$ cat config.mk
export PLATFORM = sky130hd
export DESIGN_NAME = pecr_regs
export DESIGN_NICKNAME = d
export VERILOG_FILES = /design/src/shared/pecr_pkg.sv /design/src/rtl/pecr_regs.sv
export VERILOG_INCLUDE_DIRS = /design/src /design/src/shared
export SDC_FILE = /design/constraint.sdc
export NUM_CORES = 1
export LEC_CHECK = 0
export BUFFER_PORTS_ARGS = -buffer_cell sky130_fd_sc_hd__buf_4
export CORE_ASPECT_RATIO = 0.75
export CORE_UTILIZATION = 30
export DETAILED_ROUTE_END_ITERATION = 10
export GPL_TIMING_DRIVEN = 1
export PLACE_DENSITY = 0.55
export SYNTH_ARGS = -nofsm -noshare
export SYNTH_HDL_FRONTEND = slang
export SYNTH_SLANG_ARGS = --single-unit
$ cat constraint.sdc
create_clock -name clk_in -period 4.8 [get_ports clk_in]
set_clock_uncertainty 0.1 [all_clocks]
set_input_delay 0 -clock clk_in [delete_from_list [all_inputs] [get_ports clk_in]]
set_output_delay 0 -clock clk_in [all_outputs]
set_load 0.02 [all_outputs]
$ cat src/shared/pecr_params.svh
// Constants for the extended control register bank
// What this block does
// - Node/repeater bit, strap reset, zero means node
// - Speed from control bit or hardware pin
// - Two-bit bank select picks register map
// - Crossover enable resets one, pair mode zero
// - Float bit tri-states twisted-pair line outputs
// - Auto 100M power-down enabled by default
// - Drive enhance bit raises output strength
`ifndef PECR_PARAMS_SVH
`define PECR_PARAMS_SVH
`define PECR_ADDR_CTRL_A    5'h13
`define PECR_ADDR_CTRL_B    5'h14
`define PECR_BANK_LEGACY    2'h1
`define PECR_A_NODE         15
`define PECR_A_SPDSEL       14
`define PECR_A_RFAULT       13
`define PECR_A_BANK_HI      12
`define PECR_A_BANK_LO      11
`define PECR_A_XOVER        9
`define PECR_A_PAIR         8
`define PECR_A_FLOAT        7
`define PECR_A_AUTOPD       0
`define PECR_B_DRIVE        15
`define PECR_A_RW_MASK      16'hdbff
`define PECR_A_RESET        16'h0201
`define PECR_B_RESET        16'h3fe9
`define PECR_PRE_ONES       5'h1f
`define PECR_OP_READ        2'h2
`define PECR_OP_WRITE       2'h1
`define PECR_LEN_OP         5'h01
`define PECR_LEN_ADDR       5'h04
`define PECR_LEN_TA         5'h01
`define PECR_LEN_DATA       5'h0f
`endif

$ cat src/shared/pecr_pkg.sv
// Types for the extended control register bank
package pecr_pkg;
   typedef enum logic [2:0] {
      PECR_PRE, PECR_ST, PECR_OP, PECR_PHY, PECR_REG, PECR_TA, PECR_DAT
   } pecr_state_t;

   typedef struct packed {
      logic       node_repeater;          // 0 node, 1 repeater
      logic       speed_100;              // Effective speed choice
      logic [1:0] bank;                   // Register map selector
      logic       auto_crossover_enable;  // Automatic crossover
      logic       manual_pair_assignment; // Manual pair mode
      logic       line_output_float;      // Tri-state line outputs
      logic       auto_pd_100;            // Auto 100M power-down
      logic       drive_enhance;          // 1.8V output strength up
   } pecr_ctrl_t;
endpackage : pecr_pkg

$ cat src/rtl/pecr_regs.sv
// Extended control registers behind the serial management port
`timescale 1ns/1ns
`default_nettype none
`include "pecr_params.svh"
module pecr_regs (
   input  wire logic              clk_in,          // 20 MHz clock
   input  wire logic              srst_in,         // Sync reset, high
   input  wire logic              ce_in,           // Clock enable
   input  wire logic              mdc_in,          // Management clock pin
   input  wire logic              mdio_in,         // Management data in
   output logic                   mdio_out,        // Management data out
   output logic                   mdio_oe_out,     // High while driving
   input  wire logic [4:0]        phy_addr_in,     // Own station address
   input  wire logic              strap_repeater_in, // Node/repeater strap
   input  wire logic              strap_hw_speed_in, // Speed select strap
   input  wire logic              speed_pin_in,    // Hardware speed pin
   input  wire logic              ctrl_speed_in,   // Basic control speed
   input  wire logic              remote_fault_in, // Remote fault state
   output pecr_pkg::pecr_ctrl_t   ctrl_out         // Control outputs
);
   import pecr_pkg::*;

   // Pin synchronisers
   logic [1:0] mdc_s, mdio_s, rep_s, hws_s, spd_s;
   logic       mdc_prev;
   always_ff @(posedge clk_in) begin
      if (ce_in) begin
         mdc_s  <= {mdc_s[0], mdc_in};
         mdio_s <= {mdio_s[0], mdio_in};
         rep_s  <= {rep_s[0], strap_repeater_in};
         hws_s  <= {hws_s[0], strap_hw_speed_in};
         spd_s  <= {spd_s[0], speed_pin_in};
         mdc_prev <= mdc_s[1];
      end
   end

   wire mdc_rise = ce_in & mdc_s[1] & ~mdc_prev;
   wire bit_in   = mdio_s[1];

   // Register storage
   logic [15:0] reg_a_q, reg_b_q;
   wire  [1:0]  bank = {reg_a_q[`PECR_A_BANK_HI], reg_a_q[`PECR_A_BANK_LO]};

   // Address decode, shared by read and write paths
   function automatic logic hit_b(input logic [4:0] a, input logic [1:0] b);
      hit_b = (a == `PECR_ADDR_CTRL_B) && (b != `PECR_BANK_LEGACY);
   endfunction

   // Frame receiver state
   pecr_state_t st_q;
   logic [4:0]  cnt_q;
   logic [15:0] sh_q, rd_q;
   logic [1:0]  op_q;
   logic        me_q;
   logic [4:0]  ra_q;
   logic        wr_stb;
   logic [15:0] wr_data;

   wire  [4:0]  reg_addr = {sh_q[3:0], bit_in};
   wire  [15:0] rd_a = (reg_a_q & `PECR_A_RW_MASK)
                     | (16'(remote_fault_in) << `PECR_A_RFAULT);
   wire  [15:0] rd_sel = (reg_addr == `PECR_ADDR_CTRL_A) ? rd_a :
                         hit_b(reg_addr, bank) ? reg_b_q : 16'h0000;
   wire         cnt_end = (st_q == PECR_OP   && cnt_q == `PECR_LEN_OP)
                       || (st_q == PECR_PHY  && cnt_q == `PECR_LEN_ADDR)
                       || (st_q == PECR_REG  && cnt_q == `PECR_LEN_ADDR)
                       || (st_q == PECR_TA   && cnt_q == `PECR_LEN_TA)
                       || (st_q == PECR_DAT  && cnt_q == `PECR_LEN_DATA);

   // Frame sequencing on each management clock rise
   always_ff @(posedge clk_in) begin
      if (srst_in) begin
         st_q <= PECR_PRE;
         cnt_q <= 5'h00;
         sh_q <= 16'h0000;
         rd_q <= 16'h0000;
         op_q <= 2'h0;
         me_q <= 1'b0;
         ra_q <= 5'h00;
         mdio_out <= 1'b0;
         mdio_oe_out <= 1'b0;
      end else if (mdc_rise) begin
         sh_q <= {sh_q[14:0], bit_in};
         cnt_q <= cnt_end ? 5'h00 : cnt_q + 5'h01;
         case (st_q)
            PECR_PRE: begin
               if (!bit_in) begin
                  cnt_q <= 5'h00;
                  if (cnt_q == `PECR_PRE_ONES) st_q <= PECR_ST;
               end else if (cnt_q == `PECR_PRE_ONES) begin
                  cnt_q <= cnt_q;
               end
            end
            PECR_ST: begin
               cnt_q <= 5'h00; // Op field counts from zero
               st_q  <= bit_in ? PECR_OP : PECR_PRE;
            end
            PECR_OP: if (cnt_end) begin
               op_q <= {sh_q[0], bit_in};
               st_q <= PECR_PHY;
            end
            PECR_PHY: if (cnt_end) begin
               me_q <= (reg_addr == phy_addr_in);
               st_q <= PECR_REG;
            end
            PECR_REG: if (cnt_end) begin
               ra_q <= reg_addr;
               rd_q <= rd_sel;
               st_q <= PECR_TA;
            end
            PECR_TA: begin
               if (me_q && op_q == `PECR_OP_READ) begin
                  mdio_oe_out <= 1'b1;
                  mdio_out <= cnt_end ? rd_q[15] : 1'b0;
                  if (cnt_end) rd_q <= {rd_q[14:0], 1'b0};
               end
               if (cnt_end) st_q <= PECR_DAT;
            end
            PECR_DAT: begin
               mdio_out <= rd_q[15];
               rd_q <= {rd_q[14:0], 1'b0};
               if (cnt_end) begin
                  mdio_oe_out <= 1'b0;
                  mdio_out <= 1'b0;
                  st_q <= PECR_PRE;
               end
            end
            default: st_q <= PECR_PRE;
         endcase
      end
   end

   // Data pin driven only while answering an addressed read
   read_drive_a: assert property (@(posedge clk_in)
      disable iff (srst_in)
      mdio_oe_out |-> me_q && op_q == `PECR_OP_READ
                   && (st_q == PECR_TA || st_q == PECR_DAT))
      else $error("data pin driven outside a read");

   // Write strobe at the last data bit of an addressed write
   assign wr_stb  = mdc_rise && st_q == PECR_DAT && cnt_end && me_q
                 && op_q == `PECR_OP_WRITE;
   assign wr_data = {sh_q[14:0], bit_in};

   // Register file, straps caught while reset is held
   always_ff @(posedge clk_in) begin
      if (srst_in) begin
         reg_a_q <= `PECR_A_RESET;
         reg_a_q[`PECR_A_NODE]   <= rep_s[1];
         reg_a_q[`PECR_A_SPDSEL] <= hws_s[1];
         reg_b_q <= `PECR_B_RESET;
      end else if (wr_stb) begin
         if (ra_q == `PECR_ADDR_CTRL_A)
            reg_a_q <= wr_data & `PECR_A_RW_MASK;
         if (hit_b(ra_q, bank))
            reg_b_q <= wr_data;
      end
   end

   // Written bits reach the control outputs one clock later
   node_write_a: assert property (@(posedge clk_in)
      disable iff (srst_in)
      wr_stb && ra_q == `PECR_ADDR_CTRL_A |=>
      ctrl_out.node_repeater == $past(wr_data[`PECR_A_NODE]))
      else $error("node bit not written");
   xover_write_a: assert property (@(posedge clk_in)
      disable iff (srst_in)
      wr_stb && ra_q == `PECR_ADDR_CTRL_A |=>
      ctrl_out.auto_crossover_enable == $past(wr_data[`PECR_A_XOVER])
      && ctrl_out.manual_pair_assignment == $past(wr_data[`PECR_A_PAIR]))
      else $error("crossover bits not written");
   autopd_write_a: assert property (@(posedge clk_in)
      disable iff (srst_in)
      wr_stb && ra_q == `PECR_ADDR_CTRL_A |=>
      ctrl_out.auto_pd_100 == $past(wr_data[`PECR_A_AUTOPD]))
      else $error("power-down bit not written");
   drive_write_a: assert property (@(posedge clk_in)
      disable iff (srst_in)
      wr_stb && hit_b(ra_q, bank) |=>
      ctrl_out.drive_enhance == $past(wr_data[`PECR_B_DRIVE]))
      else $error("drive enhance bit not written");

   // Speed choice between control bit and pin
   logic speed_q;
   always_ff @(posedge clk_in) begin
      if (srst_in) speed_q <= 1'b0;
      else if (ce_in)
         speed_q <= reg_a_q[`PECR_A_SPDSEL] ? spd_s[1] : ctrl_speed_in;
   end

   // Low enable holds every register in place
   freeze_hold_a: assert property (@(posedge clk_in)
      disable iff (srst_in)
      !ce_in |=> $stable(speed_q) && $stable(st_q) && $stable(reg_a_q)
               && $stable(reg_b_q) && $stable(mdio_oe_out))
      else $error("state moved while enable low");

   // Control outputs straight from register bits, speed from the speed_q flop
   assign ctrl_out.node_repeater          = reg_a_q[`PECR_A_NODE];
   assign ctrl_out.speed_100              = speed_q;
   assign ctrl_out.bank                   = bank;
   assign ctrl_out.auto_crossover_enable  = reg_a_q[`PECR_A_XOVER];
   assign ctrl_out.manual_pair_assignment = reg_a_q[`PECR_A_PAIR];
   assign ctrl_out.line_output_float      = reg_a_q[`PECR_A_FLOAT];
   assign ctrl_out.auto_pd_100            = reg_a_q[`PECR_A_AUTOPD];
   assign ctrl_out.drive_enhance          = reg_b_q[`PECR_B_DRIVE];

   // Checks
   node_strap_a: assert property (@(posedge clk_in)
      srst_in ##1 !srst_in |-> ctrl_out.node_repeater == $past(rep_s[1]))
      else $error("node bit did not take strap");
   speed_mux_a: assert property (@(posedge clk_in)
      disable iff (srst_in)
      ce_in && $past(ce_in) && !$past(srst_in) |->
      speed_q == $past(reg_a_q[`PECR_A_SPDSEL] ? spd_s[1] : ctrl_speed_in))
      else $error("speed source wrong");
   bank_block_a: assert property (@(posedge clk_in)
      disable iff (srst_in)
      wr_stb && ra_q == `PECR_ADDR_CTRL_B && bank == `PECR_BANK_LEGACY
      |=> $stable(reg_b_q)) else $error("legacy bank wrote reg b");
   xover_reset_a: assert property (@(posedge clk_in)
      srst_in |=> ctrl_out.auto_crossover_enable
              && !ctrl_out.manual_pair_assignment)
      else $error("crossover bits reset wrong");
   float_write_a: assert property (@(posedge clk_in)
      disable iff (srst_in)
      wr_stb && ra_q == `PECR_ADDR_CTRL_A |=>
      ctrl_out.line_output_float == $past(wr_data[`PECR_A_FLOAT]))
      else $error("float bit not written");
   autopd_reset_a: assert property (@(posedge clk_in)
      srst_in ##1 !srst_in |->
      ctrl_out.auto_pd_100 && !ctrl_out.line_output_float)
      else $error("power-down or float reset wrong");
   drive_reset_a: assert property (@(posedge clk_in)
      srst_in |=> !ctrl_out.drive_enhance && reg_b_q == `PECR_B_RESET)
      else $error("drive enhance reset wrong");
endmodule : pecr_regs
`default_nettype wire

==> results of run 1 <==
==> metrics by stage <==
| step | worst slack (ns) | hold WS (ns) | instance area [um2] | std cells | power (uW) |
|---|---|---|---|---|---|
| finish | 1.79 | 0.0277 | 4730 | 626 | 1610 |
| floorplan | 2.51 | -0.00438 | 4150 | 450 | 859 |
| global route | 1.48 | 0.0733 | 4730 | 626 | 1660 |
| CTS | 1.74 | 0.0228 | 4730 | 626 | 1630 |
| detailed placement | 1.75 | 0.0795 | 4350 | 603 | 883 |
| global placement | 1.91 | 0.0784 | 4350 | 603 | 881 |
==> flip-flops by register name, summed over array words and instances (netlist names), 3 cells and up <==
name,flops
cnt_q,5
reg_b_q,16
sh_q,15
rd_q,16
st_q,3
reg_a_q,14
ra_q,5
==> layer usage <==
metal / GRT usage / part of all wire
met1: 0.206 / 0.52
met2: 0.200 / 0.43
met3: 0.0323 / 0.044
met4: 0.0489 / 0.011
met5: 0 / 0
==> cell type report <==
type	count	area, um2	area share
Clock buffer	11	254	0.0537
Clock inverter	5	58.8	0.0124
Inverter	11	41.3	0.00873
Multi-Input combinational cell	303	1940	0.410
Sequential cell	91	1950	0.413
Tap cell	171	214	0.0452
Timing Repair Buffer	34	273	0.0577
==> final timing paths <==
| kind | from | slack [ns] | cells after the start | endpoint |
|---|---|---|---|---|
| setup / recovery | st_q[1]$_SDFFE_PP0P_ | 1.79 | 4 | reg_a_q[14]$_DFFE_PP_ |
| hold / removal | remote_fault_in | 0.03 | 4 | rd_q[13]$_SDFFE_PP0P_ |
| setup reg to reg | st_q[1]$_SDFFE_PP0P_ | 1.79 | 4 | reg_a_q[14]$_DFFE_PP_ |
| hold reg to reg | hws_s[0]$_DFFE_PP_ | 0.32 | 0 | hws_s[1]$_DFFE_PP_ |
==> Yosys cell counts (all sizes together), types with 3 or more instances <==
master	number	area, um2
edfxtp	13	390
inv	11	41.3
buf	22	130
a21oi	40	200
nand3b	6	45.0
nand2	44	165
nand4b	4	35.0
dfxtp	78	1560
nor3	5	25.0
a22oi	15	113
nand3	7	35.0
xnor2	4	35.0
nand4	3	18.8
o31ai	3	22.5
mux2i	26	260
a22o	15	131
nor2	53	199
ha	5	62.6
a311oi	3	50.1
nand2b	3	18.8
nor4	3	31.3
o21ai	7	35.0
a211oi	3	22.5
nor2b	16	100
clkbuf	23	86.3
a211o	13	114
==> worst max-delay path: cells and delay by family (launching register included) <==
kind          cells  cell delay [ns]
simple gates      3             1.70
flops             1             0.71
buf+inv           1             0.17
==> where the power goes <==
group	internal (uW)	switching, uW
Sequential	785	15.9
Clock	436	300
Combinational	28.0	41.4
==> kinds of logic (layout without fill, tap and decap cells) <==
logic type,Yosys count,after routing
XOR/XNOR,6,6
flip-flops,91,91
adder cells (fa/ha/maj),5,5
multiplexers,26,26
AND/OR/NAND/NOR,155,155
buffers and inverters,56,61
AO/OA/AOI/OAI,111,111
==> layout by cell type, fill, tap and decap left out, types with 2 or more instances in the layout <==
cell type and instances:
buf_4 27, nand4b_1 4, clkbuf_16 10, mux2i_1 26, nor3_1 5, nand3b_1 6, edfxtp_1 13, and3b_1 2
nor4_2 2, xnor2_1 4, nand4_1 3, a31oi_1 2, clkinvlp_4 2, xor2_1 2, a22o_1 15, and3_1 2
nor2b_1 16, nand2b_1 3, o221ai_1 2, nor2_1 53, o31ai_1 3, dlygate4sd3_1 7, dfxtp_1 78, a211o_1 13
a21oi_1 40, ha_1 5, o21ai_0 6, a22oi_1 15, inv_1 10, nand3_1 7, a211oi_1 3, nand2_1 44
==> Implementation_results.wiki, run 1 <==
{| class="wikitable"
! Metric !! Value
|-
| Status || finished, final reports clean
|-
| Sequential share of the synthesized area || 0.471
|-
| Setup TNS || 0 ns
|-
| Final hold viol count || 0
|-
| Final setup fails || 0
|-
| Number of gates given a new drive strength after cts || 0
|-
| Tot GR Track Use || 0.141
|-
| Final Routed Wirelength || 9370 um
|-
| Violation count after the first detailed-routing iteration || 224
|-
| Via count of the first global-routing pass || 3,015
|-
| Nets@finish || 470
|-
| Crit-path cells || inv_1 -> nor4_2 -> nand4_1 -> nand2b_1
|-
| Type of element launching the critical path || register
|-
| Fraction of synthesis flops using an asynchronous set or reset pin || 0
|-
| Slew of the pin with the lowest slew margin || 1.20 ns
|-
| Worst Path Class, Setup || register to register
|-
| Post-Synthesis Cell Area || 4150 um2
|-
| Insertion delay of the later-clocked pin in the worst-skew pair || 0.34 ns
|-
| Drt via density || 5.06
|-
| Adder-cell share of the synthesized area || 0.0151
|-
| Post-Route Utilization || 0.357
|-
| RSZ-0062 raised after global routing || no
|-
| Core region area || 13,200 um2
|-
| Number of flops mapped to enable cells by yosys || 13
|-
| Final HPWL from detailed placement || 5910 um
|-
| I/O pin count || 26
|-
| Synthesized instance count || 450
|-
| Avg Synthesized Cell Area || 9.22 um2
|-
| Arrival time of the worst setup path || 2.93 ns
|-
| Element type at the critical path end || register
|-
| Cell at the root of the clock tree || clkbuf_16
|-
| Number of DRC violations after detailed routing || 0
|-
| Die Area || 14,300 um2
|-
| Leakage Power || 0.00171 uW
|-
| Initial antenna violation count || 0
|-
| Count of distinct cell types in the synthesized netlist || 53
|-
| Main synth FF type || dfxtp_1
|-
| Clock transition at path regs || 0.07 ns
|-
| Max Cap Violations || 0
|-
| Antenna fix cells || 0
|-
| CTS Buf Count || 9
|-
| Fraction of synthesized cell area in xor and xnor cells || 0.0127
|-
| Horiz. Die Dim || 138 um
|-
| TritonCTS clock tree || yes
|-
| Count of warnings emitted by yosys || 0
|-
| Number of rows created at floorplan || 36
|-
| Total nets after synthesis || 470
|-
| Htree depth || 3
|-
| Proportion of synthesized area in mux cells || 0.0627
|-
| Global placer's final weighted congestion || 0.725
|-
| Cell with the largest stage delay on the worst path || nand4_1
|-
| Maximum VDD drop || 0.214 mV
|-
| Synth-to-layout area growth || 14.1%
|-
| Post-DR wirelength/cell || 15.0 um
|-
| Power per unit of standard cell area || 339 nW/um2
|-
| Share of post-route cells with drive strength above 1 || 0.110
|-
| Number of buffers inserted to repair setup after CTS || 0
|-
| Buffer depth of the longest clock path || 2
|-
| Post-cts hold buffer count || 7
|-
| Die height || 104 um
|-
| Total overflow reported by the global router || 0
|-
| Final Slew Violations || 0
|-
| Drt first pass iters || 4
|-
| Hold crit path type || primary input to register
|-
| Sinks on Clock Net || 91
|-
| Headroom to the max-slew limit || 0.195
|-
| Starting density of the core || 0.313
|-
| Fraction of the mapped netlist area in compound gates || 0.191
|-
| Max FO, Critical Path || 20
|-
| Dominant combinational cell family by area after synthesis || compound AO/OA/AOI/OAI gates
|-
| Stage delay of the slowest cell on the critical path || 0.88 ns
|-
| Highest attainable clock frequency || 0.333 GHz
|-
| Number of fillers in the final layout || 1,377
|-
| I/O Buffers || 25
|-
| Simple-Gate Fraction of Synth Area || 0.186
|-
| Global-route wire length before repair || 15,700 um
|-
| Vias || 3,168
|-
| Largest net degree at the start of global routing || 73
|-
| Detail Route Antenna Nets || 0
|-
| Minimum clock period after layout || 3.01 ns
|-
| Portion of the clock cycle consumed by the worst path in the final layout || 0.626
|-
| Synthesized flop and latch total || 91
|-
| Worst endpoint required time || 4.73 ns
|}
Note: power is estimated with default switching activity, not from simulation.
==> run 2: changes to the inputs <==
--- a/config.mk
+++ b/config.mk
@@ -6,6 +6,7 @@
 export SDC_FILE = /design/constraint.sdc
 export NUM_CORES = 1
 export LEC_CHECK = 0
+export ABC_AREA = 1
 export BUFFER_PORTS_ARGS = -buffer_cell sky130_fd_sc_hd__buf_4
 export CORE_ASPECT_RATIO = 0.75
 export CORE_UTILIZATION = 30
==> constraint.sdc (replaced) <==
create_clock -name clk_in -period 3 [get_ports clk_in]
set_clock_uncertainty 0.1 [all_clocks]
set_input_delay 0 -clock clk_in [delete_from_list [all_inputs] [get_ports clk_in]]
set_output_delay 0 -clock clk_in [all_outputs]
set_load 0.02 [all_outputs]
==> run 2 against run 1 <==
  * Sequential power is 61% higher
  * Cell area is 7.0% higher
  * Via count increased by 22%
  * Clock power grew 43%
  * Synthesized cell count increased by 38%
  * Cell count rose by 34%
  * Flip-flop and latch count unchanged
  * Wire length rose by 14%
  * Synthesized area up 6.8%
  * Critical path type unchanged
  * Largest cell class is now multi-input combinational cells
  * Highest routed layer unchanged
==> Implementation_results.wiki, run 2 <==
{| class="wikitable"
! Metric !! Value
|-
| Nets@finish || 653
|-
| Total nets after synthesis || 643
|-
| Element type at the critical path end || register
|-
| Via count of the first global-routing pass || 3,607
|-
| Number of cells on the worst reg-to-reg path || 8
|-
| Post-Synthesis Cell Area || 4430 um2
|-
| Arrival time of the worst setup path || 2.19 ns
|-
| Ranking of synthesized cells by area || dfxtp_1 35%, nand2_1 14%, nor2_1 9.1%
|-
| Highest attainable clock frequency || 0.443 GHz
|-
| Slew of the pin with the lowest slew margin || 0.550 ns
|-
| Proportion of netlist area held by the largest area contributor || 0.352
|-
| Global-route wire length before repair || 18,100 um
|-
| TritonCTS clock tree || yes
|-
| Cell with the most instances after synthesis || nand2_1
|-
| Number of buffers inserted to repair setup after CTS || 0
|-
| Synth-to-layout area growth || 14.2%
|-
| Maximum VDD drop || 0.279 mV
|-
| Total overflow reported by the global router || 0
|-
| Sinks on Clock Net || 91
|-
| Minimum clock period after layout || 2.26 ns
|-
| I/O Buffers || 25
|-
| Number of flops mapped to enable cells by yosys || 13
|-
| Leakage Power || 0.00230 uW
|-
| Portion of the clock cycle consumed by the worst path in the final layout || 0.752
|-
| Endpoint of the lowest-slack register-to-register path || reg_a_q[14]$_DFFE_PP_
|-
| Synthesized instance count || 623
|-
| Insertion delay of the later-clocked pin in the worst-skew pair || 0.34 ns
|-
| Count of distinct cell types in the synthesized netlist || 33
|-
| Drt first pass iters || 5
|-
| Max Cap Violations || 0
|-
| Commonest cells after routing, fill and taps aside || 171 x nand2_1, 105 x nor2_1, 78 x dfxtp_1
|-
| Vias || 3,868
|-
| Sequential share of the synthesized area || 0.440
|-
| I/O pin count || 26
|-
| Leading cell type in the layout, fill and taps excluded || nand2_1
|-
| Die Area || 15,300 um2
|-
| Detail Route Antenna Nets || 0
|-
| Horiz. Die Dim || 142 um
|-
| Top cell types by occurrence after synthesis || 171 x nand2_1, 107 x nor2_1, 78 x dfxtp_1, 48 x inv_1, 35 x nand3_1
|-
| Largest net degree at the start of global routing || 33
|-
| Largest regs || rd_q (16), reg_b_q (16), sh_q (15)
|-
| Htree depth || 3
|-
| Worst Path Class, Setup || register to register
|-
| Final setup fails || 0
|-
| Final Slew Violations || 0
|-
| Worst endpoint required time || 2.94 ns
|-
| Drt via density || 4.62
|-
| Post-Route Utilization || 0.350
|-
| Number of stages on the worst hold path || 7
|-
| Hold crit path type || primary input to register
|-
| Core region area || 14,500 um2
|-
| Number of DRC violations after detailed routing || 0
|-
| Main synth FF type || dfxtp_1
|-
| Worst hold path endpoint || rd_q[13]$_SDFFE_PP0P_
|-
| Final HPWL from detailed placement || 7340 um
|-
| Max FO, Critical Path || 26
|-
| Count of warnings emitted by yosys || 0
|-
| Hold path startpoint || remote_fault_in
|-
| Fraction of synthesis flops using an asynchronous set or reset pin || 0
|-
| Violation count after the first detailed-routing iteration || 266
|-
| Setup TNS || 0 ns
|-
| CTS Buf Count || 9
|-
| Overall power after layout || 2460 uW
|-
| Final Routed Wirelength || 10,700 um
|-
| Headroom to the max-slew limit || 0.632
|-
| Top cell type by total area after synthesis || dfxtp_1
|-
| RSZ-0062 raised after global routing || no
|-
| Number of fillers in the final layout || 1,581
|-
| Final hold viol count || 0
|-
| Initial antenna violation count || 0
|-
| RR Startpoint || cnt_q[0]$_SDFFE_PP0P_
|-
| Slack of the worst reg-to-reg path || 0.74 ns
|-
| Post-DR wirelength/cell || 12.7 um
|-
| Global placer's final weighted congestion || 0.881
|-
| Status || finished, final reports clean
|-
| Clock transition at path regs || 0.06 ns
|-
| Avg Synthesized Cell Area || 7.11 um2
|-
| Cell at the root of the clock tree || clkbuf_16
|-
| Die height || 107 um
|-
| Starting density of the core || 0.307
|-
| Tot GR Track Use || 0.151
|-
| Synthesized flop and latch total || 91
|-
| Share of post-route cells with drive strength above 1 || 0.107
|-
| Power per unit of standard cell area || 486 nW/um2
|-
| Type of element launching the critical path || register
|-
| Buffer depth of the longest clock path || 2
|-
| Antenna fix cells || 0
|-
| Number of rows created at floorplan || 38
|}
## run 2: cell count changes after synthesis, sizes merged, moves of 10 or more
cell,change
nand4,+30
inv,+42
a21oi,-10
mux2i,-26
a22oi,-15
nand3,+29
nor2,+54
clkbuf,-12
a211o,-13
nand2,+130
o21ai,+17
nor2b,-16
a22o,-15
buf,+11
## run 2: timing repair
action,4_1_cts,5_1_grt
hold buffers,8,0
gates resized for setup,0,0
endpoints found under the setup margin,0,0
endpoints found under the hold margin,23,0
## run 2: cell type report
class | count | area [um2] | share of cell area
clock buffer | 12 | 250 | 0.0495
inverter | 53 | 199 | 0.0393
sequential | 91 | 1950 | 0.386
timing repair buffer | 43 | 343 | 0.0678
clock inverter | 4 | 26.3 | 0.00519
tap | 200 | 250 | 0.0495
multi-input combinational | 435 | 2040 | 0.403
## run 2: logic make-up after synthesis
logic type	after synthesis	share of synthesized area
AND/OR/NAND/NOR	367	0.367
XOR/XNOR	6	0.0119
flip-flops	91	0.440
buffers and inverters	97	0.101
adder cells (fa/ha/maj)	5	0.0141
AO/OA/AOI/OAI	57	0.0658
## run 2: where the power goes
part | internal (uW) | switching [uW] | total [uW]
Sequential | 1260 | 27.4 | 1290
Combinational | 46.1 | 72.6 | 119
Clock | 592 | 459 | 1050
## run 2: critical path, stage by stage, from the launching register on
cell and delay, ns:
dfxtp_1 0.36, ha_1 0.15, inv_1 0.05, nor3_1 0.20, ha_1 0.20, nand2_1 0.13, nand2_4 0.18, nand4_4 0.33
nand2_1 0.24
## run 2: worst max path at each step
stage,end,slack (ns),cells after the start,from
global route,reg_b_q[13]$_SDFFE_PP1P_,0.50,10,cnt_q[0]$_SDFFE_PP0P_
floorplan,reg_a_q[14]$_DFFE_PP_,1.04,9,cnt_q[0]$_SDFFE_PP0P_
global placement,reg_a_q[15]$_DFFE_PP_,0.84,8,cnt_q[0]$_SDFFE_PP0P_
finish,reg_a_q[14]$_DFFE_PP_,0.74,8,cnt_q[0]$_SDFFE_PP0P_
detailed placement,reg_a_q[15]$_DFFE_PP_,0.76,8,cnt_q[0]$_SDFFE_PP0P_
CTS,reg_a_q[14]$_DFFE_PP_,0.74,8,cnt_q[0]$_SDFFE_PP0P_
## run 2: per-layer routing
layer | GRT usage | routed length [um]
met1 | 0.226 | 5800
met2 | 0.217 | 4310
met3 | 0.0347 | 487
met4 | 0.0330 | 69
met5 | 0 | 0
## run 2: through the flow
step	hold slack (ns)	setup WS (ns)	cells	area, um2
finish	0.0745	0.745	838	5060
global route	0.147	0.497	838	5060
CTS	0.0835	0.738	838	5060
detailed placement	0.0793	0.760	814	4700
global placement	0.0788	0.844	814	4700
floorplan	-0.0309	1.04	623	4430
